[config.mk]
export PLATFORM = sky130hd
export DESIGN_NAME = ttd_trigger_detector
export DESIGN_NICKNAME = d
export VERILOG_FILES = /design/src/ttd_pkg.sv /design/src/ttd_trigger_detector.sv
export SDC_FILE = /design/constraint.sdc
export NUM_CORES = 1
export LEC_CHECK = 0
export ABC_AREA = 1
export BUFFER_PORTS_ARGS = -buffer_cell sky130_fd_sc_hd__buf_2
export CAP_MARGIN = 20
export CELL_PAD_IN_SITES_DETAIL_PLACEMENT = 1
export CELL_PAD_IN_SITES_GLOBAL_PLACEMENT = 1
export CORE_MARGIN = 4
export CORE_UTILIZATION = 32
export CTS_CLUSTER_SIZE = 16
export DETAILED_ROUTE_END_ITERATION = 12
export HOLD_SLACK_MARGIN = 0.02
export PLACE_DENSITY_LB_ADDON = 0.1
export SYNTH_ARGS = -nofsm -noshare
export SYNTH_HDL_FRONTEND = slang
export SYNTH_SLANG_ARGS = --single-unit
[constraint.sdc]
create_clock -name core_clk_i -period 2.2 [get_ports core_clk_i]
set_input_delay 0.11 -clock core_clk_i [delete_from_list [all_inputs] [get_ports core_clk_i]]
set_output_delay 0.11 -clock core_clk_i [all_outputs]
set_load 0.005 [all_outputs]
[src/ttd_pkg.sv]
// ttd_pkg: constants, types and decode helpers for the ttl trigger detector
// assumes a 32-bit classic wishbone slave addressed by byte, one word per register
package ttd_pkg;

  localparam int ADDR_W = 18;
  localparam int DATA_W = 32;
  localparam int MODE_W = 5;
  localparam int MASK_W = 4;
  localparam int IRQ_W  = 2;
  localparam int IDX_W  = ADDR_W - 2;

  // register indices; byte address is four times the index
  localparam logic [IDX_W-1:0] IDX_OR_TRIGGER_MASK  = 16'h9DDA;
  localparam logic [IDX_W-1:0] IDX_LINE0_TRIG_MODE  = 16'h9E3F;
  localparam logic [IDX_W-1:0] IDX_LINE1_TRIG_MODE  = 16'h9E40;
  localparam logic [IDX_W-1:0] IDX_ACQ_CTRL         = 16'h9F00;
  localparam logic [IDX_W-1:0] IDX_ACQ_STATUS       = 16'h9F01;
  localparam logic [IDX_W-1:0] IDX_IRQ_STATUS       = 16'h9F02;
  localparam logic [IDX_W-1:0] IDX_IRQ_CLEAR        = 16'h9F03;
  localparam logic [IDX_W-1:0] IDX_IRQ_ENABLE       = 16'h9F04;

  // trigger mode encodings
  localparam logic [MODE_W-1:0] MODE_DISABLED     = 5'h00;
  localparam logic [MODE_W-1:0] MODE_RISING_EDGE  = 5'h01;
  localparam logic [MODE_W-1:0] MODE_FALLING_EDGE = 5'h02;
  localparam logic [MODE_W-1:0] MODE_ANY_EDGE     = 5'h04;
  localparam logic [MODE_W-1:0] MODE_HIGH_LEVEL   = 5'h08;
  localparam logic [MODE_W-1:0] MODE_LOW_LEVEL    = 5'h10;
  localparam logic [MODE_W-1:0] MODE_RESET        = MODE_DISABLED;

  // or mask field positions (values 4h and 8h)
  localparam int OR_MASK_LINE0_BIT = 2;
  localparam int OR_MASK_LINE1_BIT = 3;
  localparam logic [MASK_W-1:0] OR_MASK_WR_MASK = 4'hC;
  localparam logic [MASK_W-1:0] OR_MASK_RESET   = 4'h0;

  // control and status fields
  localparam int CTRL_ARM_BIT  = 0;
  localparam int CTRL_DONE_BIT = 1;
  localparam int STAT_STATE_LSB = 0;
  localparam int STAT_LEVEL_LSB = 2;
  localparam int STAT_GATE_LSB  = 4;
  localparam int IRQ_TRIG_BIT = 0;
  localparam int IRQ_DONE_BIT = 1;
  localparam logic [IRQ_W-1:0] IRQ_RESET = 2'h0;

  typedef enum logic [1:0] {ST_IDLE, ST_ARMED, ST_RECORD} ttd_state_e;

  typedef struct packed {
    logic rise;
    logic fall;
    logic any;
    logic high;
    logic low;
  } ttd_mode_s;

  // unknown codes decode to nothing, so they behave as disabled
  function automatic ttd_mode_s ttd_decode(input logic [MODE_W-1:0] m);
    ttd_mode_s d;
    d.rise = (m == MODE_RISING_EDGE);
    d.fall = (m == MODE_FALLING_EDGE);
    d.any  = (m == MODE_ANY_EDGE);
    d.high = (m == MODE_HIGH_LEVEL);
    d.low  = (m == MODE_LOW_LEVEL);
    return d;
  endfunction : ttd_decode

endpackage : ttd_pkg

[src/ttd_trigger_detector.sv]
// ttd_trigger_detector: edge and level trigger detection on two ttl lines
// assumes lines are asynchronous pins, rec_done_i and the bus run on core_clk_i
//
// Design decision made here: register access over Wishbone.
`timescale 1ns/1ns
module ttd_trigger_detector
  import ttd_pkg::*;
#(
  parameter int LINES = 2
) (
  input  wire logic              core_clk_i,
  input  wire logic              rst_b_i,
  input  wire logic              ce_i,
  input  wire logic              wb_cyc_i,
  input  wire logic              wb_stb_i,
  input  wire logic              wb_we_i,
  input  wire logic [ADDR_W-1:0] wb_adr_i,
  input  wire logic [3:0]        wb_sel_i,
  input  wire logic [DATA_W-1:0] wb_dat_i,
  output logic      [DATA_W-1:0] wb_dat_o,
  output logic                   wb_ack_o,
  input  wire logic [LINES-1:0]  multipurpose_line_i,
  input  wire logic              rec_done_i,
  output logic                   trig_o,
  output logic      [LINES-1:0]  gate_o,
  output logic                   armed_o,
  output logic                   irq_o
);

  localparam int OR_MASK_BIT [2] = '{OR_MASK_LINE0_BIT, OR_MASK_LINE1_BIT};

  logic [LINES-1:0]  sync1_reg;
  logic [LINES-1:0]  cur_reg;
  logic [LINES-1:0]  prev_reg;
  logic [MODE_W-1:0] mode_reg [LINES];
  logic [MASK_W-1:0] mask_reg;
  ttd_state_e        state_reg;
  ttd_state_e        state_next;
  logic [IRQ_W-1:0]  irq_stat_reg;
  logic [IRQ_W-1:0]  irq_stat_next;
  logic [IRQ_W-1:0]  irq_en_reg;

  logic [LINES-1:0]  hit_w;
  logic [LINES-1:0]  gate_w;
  logic              fire_w;
  logic              req_w;
  logic              wr_w;
  logic [IDX_W-1:0]  idx_w;
  logic              wr_lo_w;
  logic              arm_w;
  logic              done_w;
  logic [IRQ_W-1:0]  irq_ev_w;
  logic [IRQ_W-1:0]  irq_clr_w;
  logic [DATA_W-1:0] rdata_w;
  logic [DATA_W-1:0] status_w;

  // bus decode
  assign req_w   = wb_cyc_i & wb_stb_i & ~wb_ack_o;
  assign wr_w    = req_w & wb_we_i;
  assign idx_w   = wb_adr_i[ADDR_W-1:2];
  assign wr_lo_w = wr_w & wb_sel_i[0];

  // per-line detection
  genvar gi;
  generate
    for (gi = 0; gi < LINES; gi++) begin : g_line
      ttd_mode_s m_w;
      logic      rise_w;
      logic      fall_w;
      assign m_w    = ttd_decode(mode_reg[gi]);
      assign rise_w = cur_reg[gi] & ~prev_reg[gi];
      assign fall_w = ~cur_reg[gi] & prev_reg[gi];
      assign gate_w[gi] = (m_w.high & cur_reg[gi]) | (m_w.low & ~cur_reg[gi]);
      // a level hit covers both the entering moment and the already-present case
      assign hit_w[gi] = mask_reg[OR_MASK_BIT[gi]] &
                         ((m_w.rise & rise_w) |
                          (m_w.fall & fall_w) |
                          (m_w.any & (rise_w | fall_w)) |
                          gate_w[gi]);

      always_ff @(posedge core_clk_i) begin
        if (!rst_b_i) begin
          mode_reg[gi] <= MODE_RESET;
        end else if (ce_i && wr_lo_w && idx_w == IDX_LINE0_TRIG_MODE + IDX_W'(gi)) begin
          mode_reg[gi] <= wb_dat_i[MODE_W-1:0];
        end
      end
    end : g_line
  endgenerate

  // only an armed block fires, so a second edge in recording is dropped
  assign fire_w = (state_reg == ST_ARMED) & (|hit_w);
  assign arm_w  = wr_lo_w & (idx_w == IDX_ACQ_CTRL) & wb_dat_i[CTRL_ARM_BIT];
  assign done_w = rec_done_i | (wr_lo_w & (idx_w == IDX_ACQ_CTRL) & wb_dat_i[CTRL_DONE_BIT]);

  always_comb begin
    state_next = state_reg;
    case (state_reg)
      ST_IDLE:   if (arm_w) state_next = ST_ARMED;
      ST_ARMED:  if (fire_w) state_next = ST_RECORD;
      ST_RECORD: if (done_w) state_next = ST_IDLE;
      default:   state_next = ST_IDLE;
    endcase
  end

  // interrupt bookkeeping; a new event beats a simultaneous clear
  assign irq_ev_w[IRQ_TRIG_BIT] = fire_w;
  assign irq_ev_w[IRQ_DONE_BIT] = (state_reg == ST_RECORD) & done_w;
  assign irq_clr_w     = (wr_lo_w && idx_w == IDX_IRQ_CLEAR) ? wb_dat_i[IRQ_W-1:0] : IRQ_RESET;
  assign irq_stat_next = (irq_stat_reg & ~irq_clr_w) | irq_ev_w;

  assign status_w = DATA_W'({gate_w, cur_reg, state_reg});

  assign rdata_w = (idx_w == IDX_LINE0_TRIG_MODE) ? DATA_W'(mode_reg[0]) :
                   (idx_w == IDX_LINE1_TRIG_MODE) ? DATA_W'(mode_reg[1]) :
                   (idx_w == IDX_OR_TRIGGER_MASK) ? DATA_W'(mask_reg) :
                   (idx_w == IDX_ACQ_STATUS)      ? status_w :
                   (idx_w == IDX_IRQ_STATUS)      ? DATA_W'(irq_stat_reg) :
                   (idx_w == IDX_IRQ_ENABLE)      ? DATA_W'(irq_en_reg) :
                   '0;

  // two flops for the asynchronous pins, then a previous-sample register
  always_ff @(posedge core_clk_i) begin
    if (!rst_b_i) begin
      sync1_reg <= '0;
      cur_reg   <= '0;
      prev_reg  <= '0;
    end else if (ce_i) begin
      sync1_reg <= multipurpose_line_i;
      cur_reg   <= sync1_reg;
      prev_reg  <= cur_reg;
    end
  end

  always_ff @(posedge core_clk_i) begin
    if (!rst_b_i) begin
      mask_reg <= OR_MASK_RESET;
    end else if (ce_i && wr_lo_w && idx_w == IDX_OR_TRIGGER_MASK) begin
      mask_reg <= wb_dat_i[MASK_W-1:0] & OR_MASK_WR_MASK;
    end
  end

  always_ff @(posedge core_clk_i) begin
    if (!rst_b_i) begin
      irq_en_reg <= IRQ_RESET;
    end else if (ce_i && wr_lo_w && idx_w == IDX_IRQ_ENABLE) begin
      irq_en_reg <= wb_dat_i[IRQ_W-1:0];
    end
  end

  always_ff @(posedge core_clk_i) begin
    if (!rst_b_i) begin
      state_reg    <= ST_IDLE;
      irq_stat_reg <= IRQ_RESET;
      trig_o       <= 1'b0;
      gate_o       <= '0;
      armed_o      <= 1'b0;
      irq_o        <= 1'b0;
    end else if (ce_i) begin
      state_reg    <= state_next;
      irq_stat_reg <= irq_stat_next;
      trig_o       <= fire_w;
      gate_o       <= gate_w;
      armed_o      <= (state_next == ST_ARMED);
      irq_o        <= |(irq_stat_next & irq_en_reg);
    end
  end

  // one-wait-state slave; ack drops the cycle after it is given
  always_ff @(posedge core_clk_i) begin
    if (!rst_b_i) begin
      wb_ack_o <= 1'b0;
      wb_dat_o <= '0;
    end else if (ce_i) begin
      wb_ack_o <= req_w;
      if (req_w && !wb_we_i) begin
        wb_dat_o <= rdata_w;
      end
    end
  end

  // checks
  property p_mode_indep;
    @(posedge core_clk_i) disable iff (!rst_b_i)
      (ce_i && wr_lo_w && idx_w == IDX_LINE1_TRIG_MODE) |=> $stable(mode_reg[0]);
  endproperty
  a_mode_indep: assert property (p_mode_indep) else $error("line1 write changed line0 mode");

  property p_rise_fires;
    @(posedge core_clk_i) disable iff (!rst_b_i)
      (ce_i && state_reg == ST_ARMED && mode_reg[0] == MODE_RISING_EDGE && mask_reg[OR_MASK_LINE0_BIT]
       && cur_reg[0] && !prev_reg[0]) |=> trig_o ##1 !trig_o || !$past(ce_i, 1) || !ce_i;
  endproperty
  a_rise_fires: assert property (p_rise_fires) else $error("rising edge missed");

  property p_no_refire;
    @(posedge core_clk_i) disable iff (!rst_b_i)
      (ce_i && state_reg != ST_ARMED) |=> !trig_o;
  endproperty
  a_no_refire: assert property (p_no_refire) else $error("trigger while not armed");

  property p_fall_fires;
    @(posedge core_clk_i) disable iff (!rst_b_i)
      (ce_i && state_reg == ST_ARMED && mode_reg[1] == MODE_FALLING_EDGE && mask_reg[OR_MASK_LINE1_BIT]
       && !cur_reg[1] && prev_reg[1]) |=> trig_o && state_reg == ST_RECORD;
  endproperty
  a_fall_fires: assert property (p_fall_fires) else $error("falling edge missed");

  property p_any_fires;
    @(posedge core_clk_i) disable iff (!rst_b_i)
      (ce_i && state_reg == ST_ARMED && mode_reg[0] == MODE_ANY_EDGE && mask_reg[OR_MASK_LINE0_BIT]
       && cur_reg[0] != prev_reg[0]) |=> trig_o;
  endproperty
  a_any_fires: assert property (p_any_fires) else $error("edge in any-edge mode missed");

  property p_gate_high;
    @(posedge core_clk_i) disable iff (!rst_b_i)
      (ce_i && mode_reg[0] == MODE_HIGH_LEVEL) |=> gate_o[0] == $past(cur_reg[0]);
  endproperty
  a_gate_high: assert property (p_gate_high) else $error("gate does not follow high level");

  property p_high_now;
    @(posedge core_clk_i) disable iff (!rst_b_i)
      (ce_i && state_reg == ST_ARMED && mode_reg[0] == MODE_HIGH_LEVEL && mask_reg[OR_MASK_LINE0_BIT]
       && cur_reg[0]) |=> trig_o;
  endproperty
  a_high_now: assert property (p_high_now) else $error("high level did not fire at once");

  property p_low_now;
    @(posedge core_clk_i) disable iff (!rst_b_i)
      (ce_i && state_reg == ST_ARMED && mode_reg[1] == MODE_LOW_LEVEL && mask_reg[OR_MASK_LINE1_BIT]
       && !cur_reg[1]) |=> trig_o;
  endproperty
  a_low_now: assert property (p_low_now) else $error("low level did not fire at once");

  property p_disabled;
    @(posedge core_clk_i) disable iff (!rst_b_i)
      (mode_reg[0] == MODE_DISABLED) |-> !hit_w[0] && !gate_w[0];
  endproperty
  a_disabled: assert property (p_disabled) else $error("disabled line produced a hit");

  property p_masked;
    @(posedge core_clk_i) disable iff (!rst_b_i)
      !mask_reg[OR_MASK_LINE1_BIT] |-> !hit_w[1];
  endproperty
  a_masked: assert property (p_masked) else $error("masked line produced a hit");

  property p_edge_src;
    @(posedge core_clk_i) disable iff (!rst_b_i)
      (mode_reg[0] == MODE_RISING_EDGE && hit_w[0]) |-> cur_reg[0] && !prev_reg[0];
  endproperty
  a_edge_src: assert property (p_edge_src) else $error("edge hit without sample change");

  property p_mode_write;
    @(posedge core_clk_i) disable iff (!rst_b_i)
      (ce_i && wr_lo_w && idx_w == IDX_LINE0_TRIG_MODE) |=> mode_reg[0] == $past(wb_dat_i[MODE_W-1:0]);
  endproperty
  a_mode_write: assert property (p_mode_write) else $error("line0 mode write lost");

  property p_mode0_indep;
    @(posedge core_clk_i) disable iff (!rst_b_i)
      (ce_i && wr_lo_w && idx_w == IDX_LINE0_TRIG_MODE) |=> $stable(mode_reg[1]);
  endproperty
  a_mode0_indep: assert property (p_mode0_indep) else $error("line0 write changed line1 mode");

  property p_ack_answer;
    @(posedge core_clk_i) disable iff (!rst_b_i)
      (ce_i && wb_cyc_i && wb_stb_i && !wb_ack_o) |=> wb_ack_o;
  endproperty
  a_ack_answer: assert property (p_ack_answer) else $error("bus request not acknowledged");

  property p_ack_pulse;
    @(posedge core_clk_i) disable iff (!rst_b_i)
      (ce_i && wb_ack_o) |=> !wb_ack_o;
  endproperty
  a_ack_pulse: assert property (p_ack_pulse) else $error("ack held longer than one cycle");

  property p_ack_quiet;
    @(posedge core_clk_i) disable iff (!rst_b_i)
      (ce_i && !wb_cyc_i) |=> !wb_ack_o;
  endproperty
  a_ack_quiet: assert property (p_ack_quiet) else $error("ack without a cycle");

  property p_idle_waits;
    @(posedge core_clk_i) disable iff (!rst_b_i)
      (ce_i && state_reg == ST_IDLE && !arm_w) |=> state_reg == ST_IDLE && !trig_o;
  endproperty
  a_idle_waits: assert property (p_idle_waits) else $error("left idle or fired without arming");

  property p_armed_out;
    @(posedge core_clk_i) disable iff (!rst_b_i)
      ce_i |=> armed_o == (state_reg == ST_ARMED);
  endproperty
  a_armed_out: assert property (p_armed_out) else $error("armed output disagrees with state");

  property p_record_holds;
    @(posedge core_clk_i) disable iff (!rst_b_i)
      (ce_i && state_reg == ST_RECORD && !done_w) |=> state_reg == ST_RECORD;
  endproperty
  a_record_holds: assert property (p_record_holds) else $error("recording left before done");

  property p_done_idles;
    @(posedge core_clk_i) disable iff (!rst_b_i)
      (ce_i && state_reg == ST_RECORD && done_w) |=> state_reg == ST_IDLE;
  endproperty
  a_done_idles: assert property (p_done_idles) else $error("done did not return to idle");

  property p_sample_chain;
    @(posedge core_clk_i) disable iff (!rst_b_i)
      ce_i |=> cur_reg == $past(sync1_reg);
  endproperty
  a_sample_chain: assert property (p_sample_chain) else $error("line sample skipped");

  property p_gate_low;
    @(posedge core_clk_i) disable iff (!rst_b_i)
      (ce_i && mode_reg[0] == MODE_LOW_LEVEL) |=> gate_o[0] == !$past(cur_reg[0]);
  endproperty
  a_gate_low: assert property (p_gate_low) else $error("gate does not follow low level");

  property p_gate_edge;
    @(posedge core_clk_i) disable iff (!rst_b_i)
      (ce_i && mode_reg[0] != MODE_HIGH_LEVEL && mode_reg[0] != MODE_LOW_LEVEL) |=> !gate_o[0];
  endproperty
  a_gate_edge: assert property (p_gate_edge) else $error("gate outside level modes");

  property p_high_enter;
    @(posedge core_clk_i) disable iff (!rst_b_i)
      (ce_i && state_reg == ST_ARMED && mode_reg[0] == MODE_HIGH_LEVEL && mask_reg[OR_MASK_LINE0_BIT]
       && cur_reg[0] && !prev_reg[0]) |=> trig_o;
  endproperty
  a_high_enter: assert property (p_high_enter) else $error("entering high level missed");

  property p_low_enter;
    @(posedge core_clk_i) disable iff (!rst_b_i)
      (ce_i && state_reg == ST_ARMED && mode_reg[0] == MODE_LOW_LEVEL && mask_reg[OR_MASK_LINE0_BIT]
       && !cur_reg[0] && prev_reg[0]) |=> trig_o;
  endproperty
  a_low_enter: assert property (p_low_enter) else $error("entering low level missed");

  property p_disabled1;
    @(posedge core_clk_i) disable iff (!rst_b_i)
      (mode_reg[1] == MODE_DISABLED) |-> !hit_w[1] && !gate_w[1];
  endproperty
  a_disabled1: assert property (p_disabled1) else $error("disabled line1 produced a hit");

  property p_masked0;
    @(posedge core_clk_i) disable iff (!rst_b_i)
      !mask_reg[OR_MASK_LINE0_BIT] |-> !hit_w[0];
  endproperty
  a_masked0: assert property (p_masked0) else $error("masked line0 produced a hit");

  property p_fall_src;
    @(posedge core_clk_i) disable iff (!rst_b_i)
      (mode_reg[0] == MODE_FALLING_EDGE && hit_w[0]) |-> !cur_reg[0] && prev_reg[0];
  endproperty
  a_fall_src: assert property (p_fall_src) else $error("falling hit without sample change");

  property p_prev_chain;
    @(posedge core_clk_i) disable iff (!rst_b_i)
      ce_i |=> prev_reg == $past(cur_reg);
  endproperty
  a_prev_chain: assert property (p_prev_chain) else $error("previous sample not kept");

endmodule : ttd_trigger_detector

==> results.json <==
{
  "cts_tree": "built",
  "p_leak_uw": 0.00123,
  "critPathLaunch": "cur_reg[0]$_SDFFE_PN0P_",
  "syn_area_um2": 2290,
  "worstSetupPathType": "flip-flop to flip-flop",
  "setup_tns_ns": 0,
  "htreeDepth": 2,
  "yosysSeqAreaShare_pct": 35.8,
  "cp-start-kind": "flip-flop",
  "pin_count": 101,
  "diodes": 0,
  "cts-resized-gates": 0,
  "fin_skew_ns": 0.00953,
  "slew_violations": 0,
  "syn2layout_area_growth_pct": 13.2,
  "io_buffers": 42,
  "drt_iter0_markers": 83,
  "post-route-period-util_pct": 85.0,
  "die_area_um2": 8580,
  "postCtsHoldBufs": 0,
  "wl_um": 6120,
  "worst_ep_required_time_ns": 2.43,
  "end_kind": "flip-flop",
  "slew_headroom_pct": 61.7,
  "regArea_um2": 821,
  "vdd_ir_drop_max_v": 0.000200,
  "yosysUniqueCellTypes": 28,
  "grt_pass1_wl_um": 10200,
  "min_period_ns": 1.87,
  "die_width_um": 92.6,
  "crit_end": "irq_o$_SDFFE_PN0P_",
  "synthCells": 331,
  "ys_ff_latch": 36,
  "worst_pin_slew_ns": 0.574,
  "grt.overflow.total": 0,
  "route.detailed.drc": 0,
  "n_fill_cell": 909,
  "worstPathArrival_ns": 2.10,
  "antenna_left": 0,
  "max_freq_ghz": 0.535,
  "gp_congestion": 0.785,
  "coreArea_um2": 6870,
  "multiInputGateArea_um2": 1170,
  "num_rows": 30,
  "path_clk_slew_ns": 0.08,
  "nets": 442,
  "finalHoldViolations": 0,
  "grt_pass1_vias": 2160,
  "vias": 2117,
  "rsz0062_at_grt": "no",
  "clockBufferDepth": 2,
  "antenna_found_initial": 0,
  "dp_hpwl_um": 5020,
  "start_util_pct": 33.4,
  "avgSynthCellArea_um2": 6.92,
  "p_total_uw": 1370,
  "grt_max_degree": 19,
  "final_layout_size_suffix_gt1_share_pct": 18.9,
  "cp_max_fo": 4,
  "largest_reg_flops": 10,
  "viasPerCell": 4.49,
  "grt_util_all_layers_pct": 15.1,
  "cts_buffers": 5,
  "rr_startpoint": "cur_reg[0]$_SDFFE_PN0P_",
  "worstSkewPairLatency_ns": 0.30,
  "hold_class": "input port to flip-flop",
  "post_cts_buffers": 0,
  "setup_viol": 0,
  "wl_per_cell_um": 13.0,
  "die_y_um": 92.6,
  "rrSetupSlack_ns": 0.33,
  "rr_endpoint": "irq_o$_SDFFE_PN0P_",
  "dr.pass1.iters": 4,
  "root_buffer": "clkbuf_8",
  "status": "completed",
  "yosys_warnings": 0,
  "clock-sinks": 36,
  "p_per_area_nw_per_um2": 528,
  "drv_cap": 0,
  "ff2ff_path_depth": 12
}
==> layout make-up <==
cell class	count	area share (%)
multi-input combinational	241	45.0
clock inverter	3	0.724
sequential	36	31.7
timing repair buffer	43	8.40
inverter	48	6.95
clock buffer	5	2.65
tap	96	4.63
==> layer usage <==
| layer | GRT usage, % | part of all wire [%] | vias up |
|---|---|---|---|
| li1 | - | - | 1090 |
| met1 | 20.2 | 49 | 963 |
| met4 | 4.88 | 1.3 | 0 |
| met2 | 23.9 | 45 | 57 |
| met3 | 3.57 | 5.3 | 7 |
| met5 | 0 | 0 | - |
==> logic make-up (layout without fill, tap and decap cells) <==
logic type,after synthesis,count (layout),synth area share [%]
compound gates,43,43,9.83
other cells,1,26,0.164
fa+ha+maj,4,4,2.18
simple gates,168,168,34.6
flops,36,36,35.8
buf+inv,79,99,17.4
==> cell usage in the layout, fill, tap and decap left out <==
cell type and count:
a21oi_1 21, a21oi_2 1, buf_2 42, buf_4 1, clkbuf_8 5, clkinv_2 2
clkinv_4 1, conb_1 26, dfxtp_1 26, edfxtp_1 10, ha_1 4, inv_1 45
inv_2 3, nand2_1 82, nand2_2 2, nand3_1 20, nand3_4 1, nand3b_1 1
nand4_1 8, nand4_2 1, nor2_1 36, nor2_2 3, nor2_4 4, nor3_1 5
nor3_2 2, nor3_4 1, nor4_2 2, o2111ai_1 1, o21ai_0 18, o21ai_1 1
o21bai_1 1
==> worst min path at each step <==
stage	startpoint	endpoint	slack, ns	depth (start not counted)
after CTS	multipurpose_line_i[0]	sync1_reg[0]$_SDFFE_PN0P_	0.03	3
final	multipurpose_line_i[0]	sync1_reg[0]$_SDFFE_PN0P_	0.04	3
after global routing	multipurpose_line_i[0]	sync1_reg[0]$_SDFFE_PN0P_	0.04	3
after floorplan	multipurpose_line_i[0]	sync1_reg[0]$_SDFFE_PN0P_	0.24	2
after global placement	multipurpose_line_i[0]	sync1_reg[0]$_SDFFE_PN0P_	0.34	3
after detailed placement	multipurpose_line_i[0]	sync1_reg[0]$_SDFFE_PN0P_	0.34	3
==> worst max-delay path, cell delays in order, from the launching register on <==
cell and delay [ns]:
dfxtp_1 0.40, inv_1 0.12, ha_1 0.29, nand3b_1 0.16, a21oi_1 0.13, nand2_1 0.06
nand2_1 0.06, nand2_1 0.10, nand2_1 0.08, nand2_1 0.10, nand2_1 0.09, nand3_1 0.08
a21oi_2 0.14
==> synth_stat cells <==
library cell | number | area (um2)
a21oi_1 | 21 | 105
a21oi_2 | 1 | 8.76
buf_4 | 27 | 203
clkbuf_1 | 4 | 15.0
conb_1 | 1 | 3.75
dfxtp_1 | 26 | 521
edfxtp_1 | 10 | 300
ha_1 | 4 | 50.1
inv_1 | 45 | 169
inv_2 | 3 | 11.3
nand2_1 | 82 | 308
nand2_2 | 2 | 12.5
nand3_1 | 20 | 100
nand3_4 | 1 | 17.5
nand3b_1 | 1 | 7.51
nand4_1 | 8 | 50.1
nand4_2 | 1 | 12.5
nor2_1 | 36 | 135
nor2_2 | 3 | 18.8
nor2_4 | 4 | 45.0
nor3_1 | 5 | 25.0
nor3_2 | 2 | 20.0
nor3_4 | 1 | 16.3
nor4_2 | 2 | 25.0
o2111ai_1 | 1 | 8.76
o21ai_0 | 18 | 90.1
o21ai_1 | 1 | 5.00
o21bai_1 | 1 | 7.51
==> per-stage QoR <==
stage | area, um2 | std cells | hold slack [ns] | utilization [%] | setup WS [ns]
finish | 2590 | 472 | 0.0356 | 37.7 | 0.330
global route | 2590 | 472 | 0.0449 | 37.7 | 0.119
CTS | 2590 | 472 | 0.0311 | 37.7 | 0.298
detailed placement | 2500 | 464 | 0.340 | 36.5 | 0.318
global placement | 2500 | 464 | 0.336 | 36.5 | 0.334
floorplan | 2380 | 356 | 0.245 | - | 0.631
==> where the power goes <==
part / total, uW / switching [uW] / internal (uW)
combinational: 166 / 111 / 55.4
clock: 482 / 261 / 221
sequential: 721 / 18.5 / 703
total: 1370 / 390 / 979
Power figures use the tool's default switching activity.
